$ cat config.mk
export PLATFORM = sky130hd
export DESIGN_NAME = pfs_port1_mux
export DESIGN_NICKNAME = d
export VERILOG_FILES = /design/src/common/pfs_pkg.sv /design/src/rtl/pfs_port1_mux.sv
export SDC_FILE = /design/constraint.sdc
export NUM_CORES = 1
export LEC_CHECK = 0
export BUFFER_PORTS_ARGS = -buffer_cell sky130_fd_sc_hd__buf_2
export CORE_MARGIN = 10
export CORE_UTILIZATION = 37
export CTS_BUF_LIST = sky130_fd_sc_hd__clkbuf_8
export DETAILED_ROUTE_END_ITERATION = 10
export GPL_TIMING_DRIVEN = 0
export HOLD_SLACK_MARGIN = 0.02
export PLACE_DENSITY_LB_ADDON = 0.25
export SYNTH_ARGS = -nofsm -noshare
export SYNTH_HDL_FRONTEND = slang
export SYNTH_SLANG_ARGS = --single-unit
$ cat constraint.sdc
create_clock -name clk -period 3.4 [get_ports clk]
set_input_delay 0 -clock clk [delete_from_list [all_inputs] [get_ports clk]]
set_output_delay 0 -clock clk [all_outputs]
set_load 0.02 [all_outputs]
$ cat src/common/pfs_pkg.sv
package pfs_pkg;
	localparam int          PFS_AW      = 5;
	localparam int          PFS_DW      = 32;
	localparam int          PFS_PINS    = 8;
	// Register byte offsets
	localparam logic [4:0]  OFF_DATA    = 5'h00;
	localparam logic [4:0]  OFF_DIR     = 5'h04;
	localparam logic [4:0]  OFF_PULLUP  = 5'h08;
	localparam logic [4:0]  OFF_TB      = 5'h0C;
	localparam logic [4:0]  OFF_TA      = 5'h10;
	localparam logic [4:0]  OFF_PER     = 5'h14;
	localparam logic [4:0]  OFF_UIR     = 5'h18;
	localparam logic [4:0]  OFF_STAT    = 5'h1C;
	localparam logic [7:0]  RST_BYTE    = 8'h00;
	localparam logic [7:0]  PORT_MASK   = 8'hFE;
	localparam logic [7:0]  PULLUP_MASK = 8'h03;
	localparam logic [7:0]  TB_MASK     = 8'h0F;
	localparam logic [7:0]  TA_MASK     = 8'h1F;
	localparam logic [7:0]  UIR_MASK    = 8'h7F;
	localparam logic [7:0]  PER_MASK    = 8'hFF;
	// Pull-up control fields
	localparam int          PU_LOW      = 0;
	localparam int          PU_HIGH     = 1;
	// Timer B io/mode fields
	localparam int          TB_SEL      = 0;
	localparam int          TB_OCTL     = 1;
	localparam int          TB_MODE     = 2;
	localparam logic [1:0]  TB_MODE_OFF = 2'h0;
	// Timer A io/mode fields
	localparam int          TA_SEL      = 0;
	localparam int          TA_POL      = 1;
	localparam int          TA_MODE     = 2;
	localparam logic [2:0]  TA_MODE_TMR = 3'h0;
	localparam logic [2:0]  TA_MODE_PLS = 3'h1;
	// Peripheral enable fields
	localparam int          PER_TF1     = 0;
	localparam int          PER_TF2     = 1;
	localparam int          PER_KI1     = 2;
	localparam int          PER_KI2     = 3;
	localparam int          PER_KI3     = 4;
	localparam int          PER_CIN1    = 5;
	localparam int          PER_CIN2    = 6;
	localparam int          PER_CO1     = 7;
	// Comparator 2, UART and interrupt fields
	localparam int          UIR_CO2     = 0;
	localparam int          UIR_TXEN    = 1;
	localparam int          UIR_OD      = 2;
	localparam int          UIR_CKDIR   = 3;
	localparam int          UIR_SYNC    = 4;
	localparam int          UIR_IRQEN   = 5;
	localparam int          UIR_IRQSEL  = 6;
	// Pin indices
	localparam int          PIN_1       = 1;
	localparam int          PIN_2       = 2;
	localparam int          PIN_3       = 3;
	localparam int          PIN_4       = 4;
	localparam int          PIN_5       = 5;
	localparam int          PIN_6       = 6;
	localparam int          PIN_7       = 7;
	localparam int          STAT_CONFL  = 0;
	typedef logic [7:0] pfs_byte_t;
endpackage

$ cat src/rtl/pfs_port1_mux.sv
// Added by the designer: the Avalon-MM slave port and the address map.
`timescale 1ns/100ps
`default_nettype none
module pfs_port1_mux (
	input  wire logic                   clk,
	input  wire logic                   rst,
	input  wire logic [pfs_pkg::PFS_AW-1:0] avs_address,
	input  wire logic                   avs_read,
	input  wire logic                   avs_write,
	input  wire logic [pfs_pkg::PFS_DW-1:0] avs_writedata,
	input  wire logic [3:0]             avs_byteenable,
	output logic [pfs_pkg::PFS_DW-1:0]  avs_readdata,
	output logic                        avs_waitrequest,
	input  wire logic [7:0]             pin_in,
	output logic [7:0]                  pin_out,
	output logic [7:0]                  pin_oe,
	output logic [7:0]                  pin_pullup,
	input  wire logic                   timer_f_output01,
	input  wire logic                   timer_f_output02,
	input  wire logic                   timer_b_output,
	input  wire logic                   timer_a_output,
	input  wire logic                   comparator1_out,
	input  wire logic                   comparator2_out,
	input  wire logic                   uart0_transmit,
	input  wire logic                   uart0_clock_out,
	output logic                        key_input1,
	output logic                        key_input2,
	output logic                        key_input3,
	output logic                        comparator_in1,
	output logic                        comparator_in2,
	output logic                        uart0_receive,
	output logic                        uart0_clock_in,
	output logic                        timer_a_io_pin,
	output logic                        irq1_input
);
	import pfs_pkg::*;

	function automatic pfs_byte_t wr_byte(input pfs_byte_t wd, input pfs_byte_t mask);
		wr_byte = wd & mask;
	endfunction

	pfs_byte_t latch_q, port1_direction_reg_q, pullup_control_reg0_q;
	pfs_byte_t timer_b_io_control_reg_q, timer_a_io_control_reg_q, per_q, uir_q;
	logic      ack_q;
	logic      wr_ok;
	pfs_byte_t out_d, oe_d, pu_d, claim_d, rd_byte;
	logic      conflict_d;
	logic      tb_use, ta_out_use, ta_in_use, key3_use;
	logic [2:0] ta_pin;
	logic [1:0] tb_mode;
	logic [2:0] ta_mode;

	// One wait cycle per access keeps read data registered
	assign avs_waitrequest = (avs_read | avs_write) & ~ack_q;
	assign wr_ok = avs_write & ack_q & avs_byteenable[0];

	always_ff @(posedge clk or posedge rst) begin
		if (rst) begin
			ack_q <= 1'b0;
		end else begin
			ack_q <= (avs_read | avs_write) & ~ack_q;
		end
	end

	always_ff @(posedge clk or posedge rst) begin
		if (rst) begin
			latch_q               <= RST_BYTE;
			port1_direction_reg_q <= RST_BYTE;
			pullup_control_reg0_q <= RST_BYTE;
		end else if (wr_ok) begin
			if (avs_address == OFF_DATA)
				latch_q <= wr_byte(avs_writedata[7:0], PORT_MASK);
			if (avs_address == OFF_DIR)
				port1_direction_reg_q <= wr_byte(avs_writedata[7:0], PORT_MASK);
			if (avs_address == OFF_PULLUP)
				pullup_control_reg0_q <= wr_byte(avs_writedata[7:0], PULLUP_MASK);
		end
	end

	always_ff @(posedge clk or posedge rst) begin
		if (rst) begin
			timer_b_io_control_reg_q <= RST_BYTE;
			timer_a_io_control_reg_q <= RST_BYTE;
			per_q                    <= RST_BYTE;
			uir_q                    <= RST_BYTE;
		end else if (wr_ok) begin
			if (avs_address == OFF_TB)
				timer_b_io_control_reg_q <= wr_byte(avs_writedata[7:0], TB_MASK);
			if (avs_address == OFF_TA)
				timer_a_io_control_reg_q <= wr_byte(avs_writedata[7:0], TA_MASK);
			if (avs_address == OFF_PER)
				per_q <= wr_byte(avs_writedata[7:0], PER_MASK);
			if (avs_address == OFF_UIR)
				uir_q <= wr_byte(avs_writedata[7:0], UIR_MASK);
		end
	end

	// input-mode bits read the pin, output-mode bits the latch
	always_comb begin
		unique case (avs_address)
			OFF_DATA:   rd_byte = ((latch_q & port1_direction_reg_q)
				| (pin_in & ~port1_direction_reg_q)) & PORT_MASK;
			OFF_DIR:    rd_byte = port1_direction_reg_q;
			OFF_PULLUP: rd_byte = pullup_control_reg0_q;
			OFF_TB:     rd_byte = timer_b_io_control_reg_q;
			OFF_TA:     rd_byte = timer_a_io_control_reg_q;
			OFF_PER:    rd_byte = per_q;
			OFF_UIR:    rd_byte = uir_q;
			OFF_STAT:   rd_byte = claim_d | {7'h00, conflict_d};
			default:    rd_byte = RST_BYTE;
		endcase
	end

	always_ff @(posedge clk or posedge rst) begin
		if (rst) begin
			avs_readdata <= 32'h0000_0000;
		end else if (avs_read & ~ack_q) begin
			avs_readdata <= {24'h00_0000, rd_byte};
		end
	end

	assign tb_mode = timer_b_io_control_reg_q[TB_MODE +: 2];
	assign ta_mode = timer_a_io_control_reg_q[TA_MODE +: 3];
	assign ta_pin  = timer_a_io_control_reg_q[TA_SEL] ? 3'(PIN_5) : 3'(PIN_7);

	// timer B claims pin 3 only with output control 0 and a generation mode
	assign tb_use = timer_b_io_control_reg_q[TB_SEL] & ~timer_b_io_control_reg_q[TB_OCTL]
		& (tb_mode != TB_MODE_OFF);
	// pulse mode with polarity 0 drives the selected pin
	assign ta_out_use = (ta_mode == TA_MODE_PLS) & ~timer_a_io_control_reg_q[TA_POL];
	// timer A input on the selected pin
	assign ta_in_use = ~port1_direction_reg_q[ta_pin] & ~timer_a_io_control_reg_q[TA_POL]
		& (ta_mode != TA_MODE_TMR) & (ta_mode != TA_MODE_PLS);
	// key input 3 only when nothing drives pin 3
	assign key3_use = ~port1_direction_reg_q[PIN_3] & per_q[PER_KI3] & ~per_q[PER_CO1] & ~tb_use;

	always_comb begin
		out_d      = latch_q & PORT_MASK;
		oe_d       = port1_direction_reg_q & PORT_MASK;
		claim_d    = RST_BYTE;
		conflict_d = 1'b0;
		// timer F output 01 on pin 1
		if (per_q[PER_TF1] & ~per_q[PER_KI1] & ~per_q[PER_CIN1]) begin
			out_d[PIN_1]   = timer_f_output01;
			oe_d[PIN_1]    = 1'b1;
			claim_d[PIN_1] = 1'b1;
		end
		if (per_q[PER_TF2] & ~per_q[PER_KI2] & ~per_q[PER_CIN2]) begin
			out_d[PIN_2]   = timer_f_output02;
			oe_d[PIN_2]    = 1'b1;
			claim_d[PIN_2] = 1'b1;
		end
		// pin 3 driven whatever its direction bit
		if (per_q[PER_CO1] & ~per_q[PER_KI3] & ~tb_use) begin
			out_d[PIN_3]   = comparator1_out;
			oe_d[PIN_3]    = 1'b1;
			claim_d[PIN_3] = 1'b1;
		end else if (tb_use & ~per_q[PER_KI3] & ~per_q[PER_CO1]) begin
			out_d[PIN_3]   = timer_b_output;
			oe_d[PIN_3]    = 1'b1;
			claim_d[PIN_3] = 1'b1;
		end
		// open drain only ever drives low
		if (uir_q[UIR_TXEN]) begin
			out_d[PIN_4]   = uir_q[UIR_OD] ? 1'b0 : uart0_transmit;
			oe_d[PIN_4]    = uir_q[UIR_OD] ? ~uart0_transmit : 1'b1;
			claim_d[PIN_4] = 1'b1;
		end
		// timer A output, direction bit ignored
		if (ta_out_use) begin
			out_d[ta_pin]   = timer_a_output;
			oe_d[ta_pin]    = 1'b1;
			claim_d[ta_pin] = 1'b1;
		end
		if (uir_q[UIR_CO2]) begin
			out_d[PIN_6]   = comparator2_out;
			oe_d[PIN_6]    = 1'b1;
			claim_d[PIN_6] = 1'b1;
		end else if (~uir_q[UIR_CKDIR] & uir_q[UIR_SYNC]) begin
			out_d[PIN_6]   = uart0_clock_out;
			oe_d[PIN_6]    = 1'b1;
			claim_d[PIN_6] = 1'b1;
		end
		// overlapping claims on pins 1 to 3 are unsupported and flagged
		conflict_d = (per_q[PER_TF1] & (per_q[PER_KI1] | per_q[PER_CIN1]))
			| (per_q[PER_TF2] & (per_q[PER_KI2] | per_q[PER_CIN2]))
			| ((per_q[PER_CO1] | tb_use) & per_q[PER_KI3])
			| (per_q[PER_CO1] & tb_use);
	end

	// low group pull-up on undriven pins 1 to 3
	// high group pull-up on undriven pins 4 to 7
	always_comb begin
		pu_d = RST_BYTE;
		for (int i = PIN_1; i <= PIN_7; i++) begin
			if (i <= PIN_3)
				pu_d[i] = pullup_control_reg0_q[PU_LOW] & ~oe_d[i];
			else
				pu_d[i] = pullup_control_reg0_q[PU_HIGH] & ~oe_d[i];
		end
	end

	always_ff @(posedge clk or posedge rst) begin
		if (rst) begin
			pin_out    <= RST_BYTE;
			pin_oe     <= RST_BYTE;
			pin_pullup <= RST_BYTE;
		end else begin
			pin_out    <= out_d;
			pin_oe     <= oe_d;
			pin_pullup <= pu_d;
		end
	end

	// Idle levels: key and receive lines rest high so no false edge is seen
	always_ff @(posedge clk or posedge rst) begin
		if (rst) begin
			key_input1     <= 1'b1;
			key_input2     <= 1'b1;
			key_input3     <= 1'b1;
			comparator_in1 <= 1'b0;
			comparator_in2 <= 1'b0;
			uart0_receive  <= 1'b1;
			uart0_clock_in <= 1'b0;
			timer_a_io_pin <= 1'b0;
			irq1_input     <= 1'b0;
		end else begin
			key_input1 <= (~oe_d[PIN_1] & per_q[PER_KI1] & ~per_q[PER_CIN1]) ? pin_in[PIN_1] : 1'b1;
			key_input2 <= (~oe_d[PIN_2] & per_q[PER_KI2] & ~per_q[PER_CIN2]) ? pin_in[PIN_2] : 1'b1;
			// key input 3 follows the pin
			key_input3 <= key3_use ? pin_in[PIN_3] : 1'b1;
			comparator_in1 <= (~oe_d[PIN_1] & per_q[PER_CIN1]) ? pin_in[PIN_1] : 1'b0;
			comparator_in2 <= (~oe_d[PIN_2] & per_q[PER_CIN2]) ? pin_in[PIN_2] : 1'b0;
			uart0_receive  <= ~oe_d[PIN_5] ? pin_in[PIN_5] : 1'b1;
			uart0_clock_in <= (~oe_d[PIN_6] & uir_q[UIR_CKDIR]) ? pin_in[PIN_6] : 1'b0;
			// timer A input and interrupt 1 share the selected pin
			timer_a_io_pin <= ta_in_use ? pin_in[ta_pin] : 1'b0;
			irq1_input     <= (~oe_d[ta_pin] & uir_q[UIR_IRQEN] & ~uir_q[UIR_IRQSEL])
				? pin_in[ta_pin] : 1'b0;
		end
	end
endmodule
`default_nettype wire

==> results of run 1 <==
## power by group through the flow
stage | combinational (mW) | sequential (mW) | clock (mW)
2_1_floorplan | 0.204 | 1.12 | 0
6_report | 0.388 | 1.08 | 0.807
5_1_grt | 0.425 | 1.09 | 0.869
3_3_place_gp | 0.360 | 1.09 | 0
3_5_place_dp | 0.367 | 1.09 | 0
4_1_cts | 0.391 | 1.07 | 0.823
## routing by layer
metal / vias up / share of wire / GRT usage
met5: - / 0 / 0
met4: 0 / 0.018 / 0.0618
met3: 17 / 0.066 / 0.0412
met2: 90 / 0.47 / 0.236
met1: 1397 / 0.45 / 0.195
li1: 1367 / - / -
## registers in the layout, indices dropped and copies added, names as in the netlist, 4 cells and up
register                  flops
pin_oe                        7
timer_a_io_control_reg_q      5
latch_q                       7
timer_b_io_control_reg_q      4
avs_readdata                  8
port1_direction_reg_q         7
per_q                         8
pin_out                       7
pin_pullup                    7
uir_q                         7
## through the flow
stage                util  instance area (µm²)
detailed placement  0.437                 4460
global placement    0.435                 4430
finish              0.484                 4930
CTS                 0.484                 4930
floorplan               -                 3920
global route        0.484                 4930
## cell families (layout without fill, tap and decap cells)
| family | Yosys count | after routing | synth area share |
|---|---|---|---|
| other | 1 | 27 | 0.000982 |
| AO/OA/AOI/OAI | 47 | 47 | 0.0812 |
| adder cells (fa/ha/maj) | 1 | 1 | 0.00262 |
| buffers and inverters | 46 | 156 | 0.0812 |
| multiplexers | 54 | 54 | 0.158 |
| AND/OR/NAND/NOR | 97 | 97 | 0.158 |
| flip-flops | 79 | 79 | 0.519 |
## layout make-up
| class | count | area, µm² | share of cell area |
|---|---|---|---|
| Inverter | 7 | 28.8 | 0.00584 |
| Clock inverter | 6 | 93.8 | 0.0190 |
| Buffer | 39 | 284 | 0.0576 |
| Tap cell | 136 | 170 | 0.0345 |
| Multi-Input combinational cell | 226 | 1630 | 0.330 |
| Sequential cell | 79 | 1980 | 0.402 |
| Timing Repair Buffer | 94 | 606 | 0.123 |
| Clock buffer | 10 | 138 | 0.0279 |
## critical path, stage by stage (launching register included)
cell and delay, ns:
dfrtp_1 0.42, nor2_1 0.07, nor3b_1 0.63, nand3b_1 0.14
o21a_1 0.13, dlygate4sd3_1 0.54, o2bb2ai_1 0.16
## final timing paths
path                                        startpoint              end  slack, ns
max                        timer_b_io_control_reg_q[3]       pin_out[3]       1.24
min                                     avs_address[1]  avs_readdata[0]       0.07
max reg2reg                timer_b_io_control_reg_q[3]       pin_out[3]       1.24
min reg2reg                                      ack_q            ack_q       0.45
max in group asynchronous                          rst       key_input1       2.53
min in group asynchronous                          rst    pin_pullup[6]       0.21
## synthesized netlist by cell type (3+ instances only)
cell type,n,share of area
clkbuf_1,4,0.0039
dfrtp_1,75,0.49
o21ai_0,17,0.022
a22oi_1,3,0.0059
a32oi_1,4,0.0092
nand2_1,16,0.016
buf_4,30,0.059
a21oi_1,6,0.0079
nand3_1,8,0.010
dfstp_2,4,0.028
nor3_1,3,0.0039
nand3b_1,4,0.0079
nor2b_1,4,0.0065
a31oi_1,3,0.0049
inv_1,7,0.0069
and3_1,7,0.011
nand2b_1,7,0.011
nor2_1,23,0.023
buf_6,3,0.0088
mux2_2,49,0.14
nor3b_1,5,0.0098
mux2i_1,5,0.013
==> metrics, run 1 <==
ys flop type dfrtp_1; RSZ-0062 raised after global routing false; H-tree levels 3; largest net degree at the start of global routing 41; commonest non-fill, non-tap cell in the layout dfrtp_1; setup TNS 0 ns; Clk pwr share 0.355; Slew @ Worst Pin 0.787 ns; Comb pwr share 0.171; post-DR vias/cell 4.81; post-CTS sizing 0; Fmax 0.464 GHz; # hold bufs at CTS 24; GPL Wtd Cong 0.920; DR pass1 iterations 4; Initial Util 0.375; Final min period 2.16 ns; Critical Path AT 2.45 ns; max-cap viol count 0; FF+latch count, synth 79; Post-Layout Cell Count 597; first-pass GRT wire length 17.3 mm; CTS tree built; commonest non-fill, non-tap cells in the layout 75 x dfrtp_1, 71 x buf_2, 49 x mux2_2, 30 x buf_4, 27 x conb_1; Tot GR Track Use 0.152; Die ar. 14,800 µm²; CTS Buffer Depth 2; vias 2,871; gate count of the mapped netlist 325; drt drc 0; clock sinks 79; DP HPWL 8.11 mm; hold path depth 4; Final period util 0.634; placed cell count 557; DRT antenna net count 0; worst r2r path cells 6; layout cells sized above 1 0.410; PortBufs 69; mapped cell area 3820 µm²; Post-synth EDFFs 0; Max Slew Vio Count 0; P_sw 647 µW; synth warn 0; clock transition at the registers of the reported paths 0.08 ns; Pleak 2.52 nW; CP Capture Type flop; sequential area share after synthesis 0.519; Cell Pwr Density 461 nW/µm²; worst relative slew slack 0.471; core area 10,200 µm²; # fillers 988; diode count 0; Hold Violations, Final 0; Die H 122 µm; Layout area overhead 29.0%; clock root buffer clkbuf_8; maximum vdd drop 219 µV; Int Power 1.62 mW; Routed WL 10.8 mm; nets 517; status finished clean; Overflow after GRT 0; switching part of the total 0.285; Worst EP required 3.69 ns; Reg power frac 0.474; WHS 0.0674 ns; Final WS setup 1.24 ns; post-DR wirelength/cell 18.2 µm; vias in the first global route 3,018; Worst Hold Class in2reg; Avg Cell Area, Syn 11.8 µm²; Clock Skew 0.0101 ns; worst setup path class reg2reg; CTS Buf Count 9; Pwr Total 2.27 mW; FP Rows 37; Clock Latency Late Sink 0.37 ns; post-synthesis cell type count 52; Startpoint Class flop; dpl ws 1.49 ns; die width 122 µm; CP Max Fanout 6; initial antenna violation count 0; 1st-iter DRT viols 164; number of top-level pins 127; Async S/R FF share, synth 1.00; post-CTS setup buffers 0; endpoints failing setup 0
Power figures use the tool's default switching activity.
==> inputs of run 2 (changes only) <==
- ABC_AREA: unset -> 1
- clock period: 3.4 -> 1.8 ns (I/O delays scaled with it)
==> run 2 against run 1 <==
- area after synthesis is 1.7% higher
- first-iteration DRC count is 18% higher
- sequential cell count stayed put
- critical endpoint unchanged
==> metrics, run 2 <==
post-DR wirelength/cell 14.7 µm (was 18.2 µm); gate count of the mapped netlist 459 (was 325); 1st-iter DRT viols 194 (was 164); R2R Setup Slk 0.1 ns (was 1.24 ns); vias 3,357 (was 2,871); Routed WL 10.8 mm (about the same); sequential area share after synthesis 0.510 (was 0.519); endpoints failing setup 0 (unchanged); Final period util 0.946 (was 0.634); Startpoint Class flop (unchanged); Die ar. 15,000 µm² (was 14,800 µm²); CTS Buffer Depth 2 (unchanged); mapped cell area 3890 µm² (was 3820 µm²); Worst Hold Launch pin_in[7] (was avs_address[1]); clock root buffer clkbuf_8 (unchanged); Final Util 0.485 (was 0.484); status finished clean (unchanged); max-cap viol count 0 (unchanged); Clock Latency Late Sink 0.37 ns (about the same); Die H 122 µm (about the same); met1 usage 0.176 (was 0.195); nets 651 (was 517); ys flop type dfrtp_1 (unchanged); vias in the first global route 3,273 (was 3,018); Critical Path AT 1.94 ns (was 2.45 ns); Synth top area share 0.483 (was 0.491); Worst Hold Class in2reg (unchanged); initial antenna violation count 1 (was 0); worst r2r path cells 6 (unchanged); diode count 0 (unchanged); drt drc 0 (unchanged); most numerous cell in the Yosys netlist nand2_1 (was dfrtp_1); GPL Wtd Cong 0.934 (was 0.920); Synth area leaders dfrtp_1 48%, nand2_1 12%, buf_4 6.0%, inv_1 4.5%, nand4_1 3.7% (was dfrtp_1 49%, mux2_2 14%, buf_4 5.9%, dfstp_2 2.8%, nor2_1 2.3%); CTS Buf Count 9 (unchanged); Clock Skew 0.0139 ns (was 0.0101 ns); setup TNS 0 ns (unchanged); worst r2r src per_q[7] (was timer_b_io_control_reg_q[3]); register area 1980 µm² (unchanged); clock sinks 79 (unchanged); RSZ-0062 raised after global routing false (unchanged); H-tree levels 3 (unchanged); Layout area overhead 28.2% (was 29.0%); CP Capture Type flop (unchanged); GRT Max-Usage Layer met2 (unchanged); Cell Pwr Density 851 nW/µm² (was 461 nW/µm²); Worst EP required 2.04 ns (was 3.69 ns); clock transition at the registers of the reported paths 0.08 ns (about the same); synth warn 0 (unchanged); DP HPWL 8.31 mm (was 8.11 mm); DR pass1 iterations 4 (unchanged); Initial Util 0.378 (was 0.375); largest net degree at the start of global routing 40 (was 41); Synth area leader dfrtp_1 (unchanged); commonest non-fill, non-tap cells in the layout 125 x nand2_1, 75 x buf_2, 75 x dfrtp_1, 46 x inv_1, 37 x nor2_1 (was 75 x dfrtp_1, 71 x buf_2, 49 x mux2_2, 30 x buf_4, 27 x conb_1); DRT antenna net count 0 (unchanged); Post-synth top cells 125 x nand2_1, 75 x dfrtp_1, 47 x inv_1, 37 x nor2_1, 31 x buf_4 (was 75 x dfrtp_1, 49 x mux2_2, 30 x buf_4, 23 x nor2_1, 17 x o21ai_0); Final min period 1.70 ns (was 2.16 ns); post-CTS sizing 0 (unchanged); core area 10,300 µm² (was 10,200 µm²); number of top-level pins 127 (unchanged); first-pass GRT wire length 16.9 mm (was 17.3 mm); Tot GR Track Use 0.144 (was 0.152); FF+latch count, synth 79 (unchanged); Slew @ Worst Pin 0.603 ns (was 0.787 ns); Avg Cell Area, Syn 8.47 µm² (was 11.8 µm²); FP Rows 37 (unchanged); Async S/R FF share, synth 1.00 (unchanged); worst setup path class reg2reg (unchanged); Fmax 0.587 GHz (was 0.464 GHz); met3 GRT Util 0.0390 (was 0.0412); WHS Endpoint irq1_input (was avs_readdata[0]); maximum vdd drop 429 µV (was 219 µV); Pleak 2.66 nW (was 2.52 nW); hold path depth 5 (was 4); post-synthesis cell type count 30 (was 52); PortBufs 71 (was 69); CP Max Fanout 5 (was 6); post-DR vias/cell 4.59 (was 4.81); Regs by FF count avs_readdata: 8 flops, per_q: 8 flops (unchanged); worst relative slew slack 0.596 (was 0.471); layout cells sized above 1 0.277 (was 0.410); commonest non-fill, non-tap cell in the layout nand2_1 (was dfrtp_1); footprint of the multi-input gates 1530 µm² (was 1630 µm²); die width 122 µm (about the same); # fillers 1,026 (was 988); Max Slew Vio Count 0 (unchanged); Post-synth EDFFs 0 (unchanged); Hold Violations, Final 0 (unchanged); met2 global-route usage 0.239 (was 0.236); Overflow after GRT 0 (unchanged); CTS tree built (unchanged); R2R Path End pin_out[3] (unchanged)
[run 2: cell count changes after synthesis, moves of 5 or more]
cell | previous run | this run
o21ai_1 | 0 | 18
inv_1 | 7 | 47
nor2_1 | 23 | 37
mux2_2 | 49 | 1
nand2_1 | 16 | 125
and3_1 | 7 | 0
mux2i_1 | 5 | 0
nand3_1 | 8 | 21
nand4_1 | 1 | 23
o21ai_0 | 17 | 23
nand2b_1 | 7 | 0
o21ai_2 | 0 | 14
[run 2: kinds of logic after synthesis]
logic type,count (synthesis),share of synthesized area
flops,79,0.510
mux,1,0.00290
other cells,1,0.000965
compound gates,63,0.0963
buf+inv,87,0.121
simple gates,228,0.269
[run 2: worst max-delay path by stage]
stage | end | slack (ns) | startpoint
2_1_floorplan | pin_out[7] | 0.59 | timer_a_io_control_reg_q[4]
3_3_place_gp | latch_q[5] | 0.36 | rst
3_5_place_dp | avs_readdata[1] | 0.35 | ack_q
4_1_cts | pin_out[3] | 0.15 | per_q[7]
5_1_grt | pin_out[3] | 0.005 | per_q[7]
6_report | pin_out[3] | 0.1 | per_q[7]
[run 2: cell type report]
type / count / share of cell area
clock buffer: 9 / 0.0249
tap: 136 / 0.0342
buffer: 38 / 0.0575
sequential: 79 / 0.398
clock inverter: 7 / 0.0191
inverter: 49 / 0.0377
multi-input combinational: 319 / 0.307
timing repair buffer: 94 / 0.122
[run 2: worst max-delay path: stages (launching register included)]
cell and delay, ns:
dfrtp_1 0.48, inv_1 0.11, nor2_1 0.13, nand2_1 0.07
nand2_1 0.09, o221ai_1 0.11, dlygate4sd3_1 0.58
[run 2: per-layer routing]
layer  up-vias  share of wire
li1       1689              -
met1      1547           0.42
met2       102           0.49
met3        17          0.073
met4         2          0.018
met5         -        0.00065
[run 2: what timing repair did]
action,in CTS,in global routing
endpoints found under the hold margin,87,0
setup buffers,0,0
hold buffers,21,0
[run 2: power breakdown]
part           internal [mW]  switching [mW]
Combinational          0.279           0.474
Clock                  0.782           0.673
Sequential              1.92           0.107
[run 2: stage by stage]
stage               area, µm²  hold WS, ns  worst slack [ns]  total power [mW]  std cells
global route             4980       0.0633           0.00475              4.43        731
global placement         4510        0.218             0.357              2.75        692
finish                   4980       0.0492            0.0964              4.24        731
floorplan                3990        0.112             0.586              2.53        485
CTS                      4980       0.0368             0.152              4.27        731
detailed placement       4550      0.00275             0.346              2.78        694
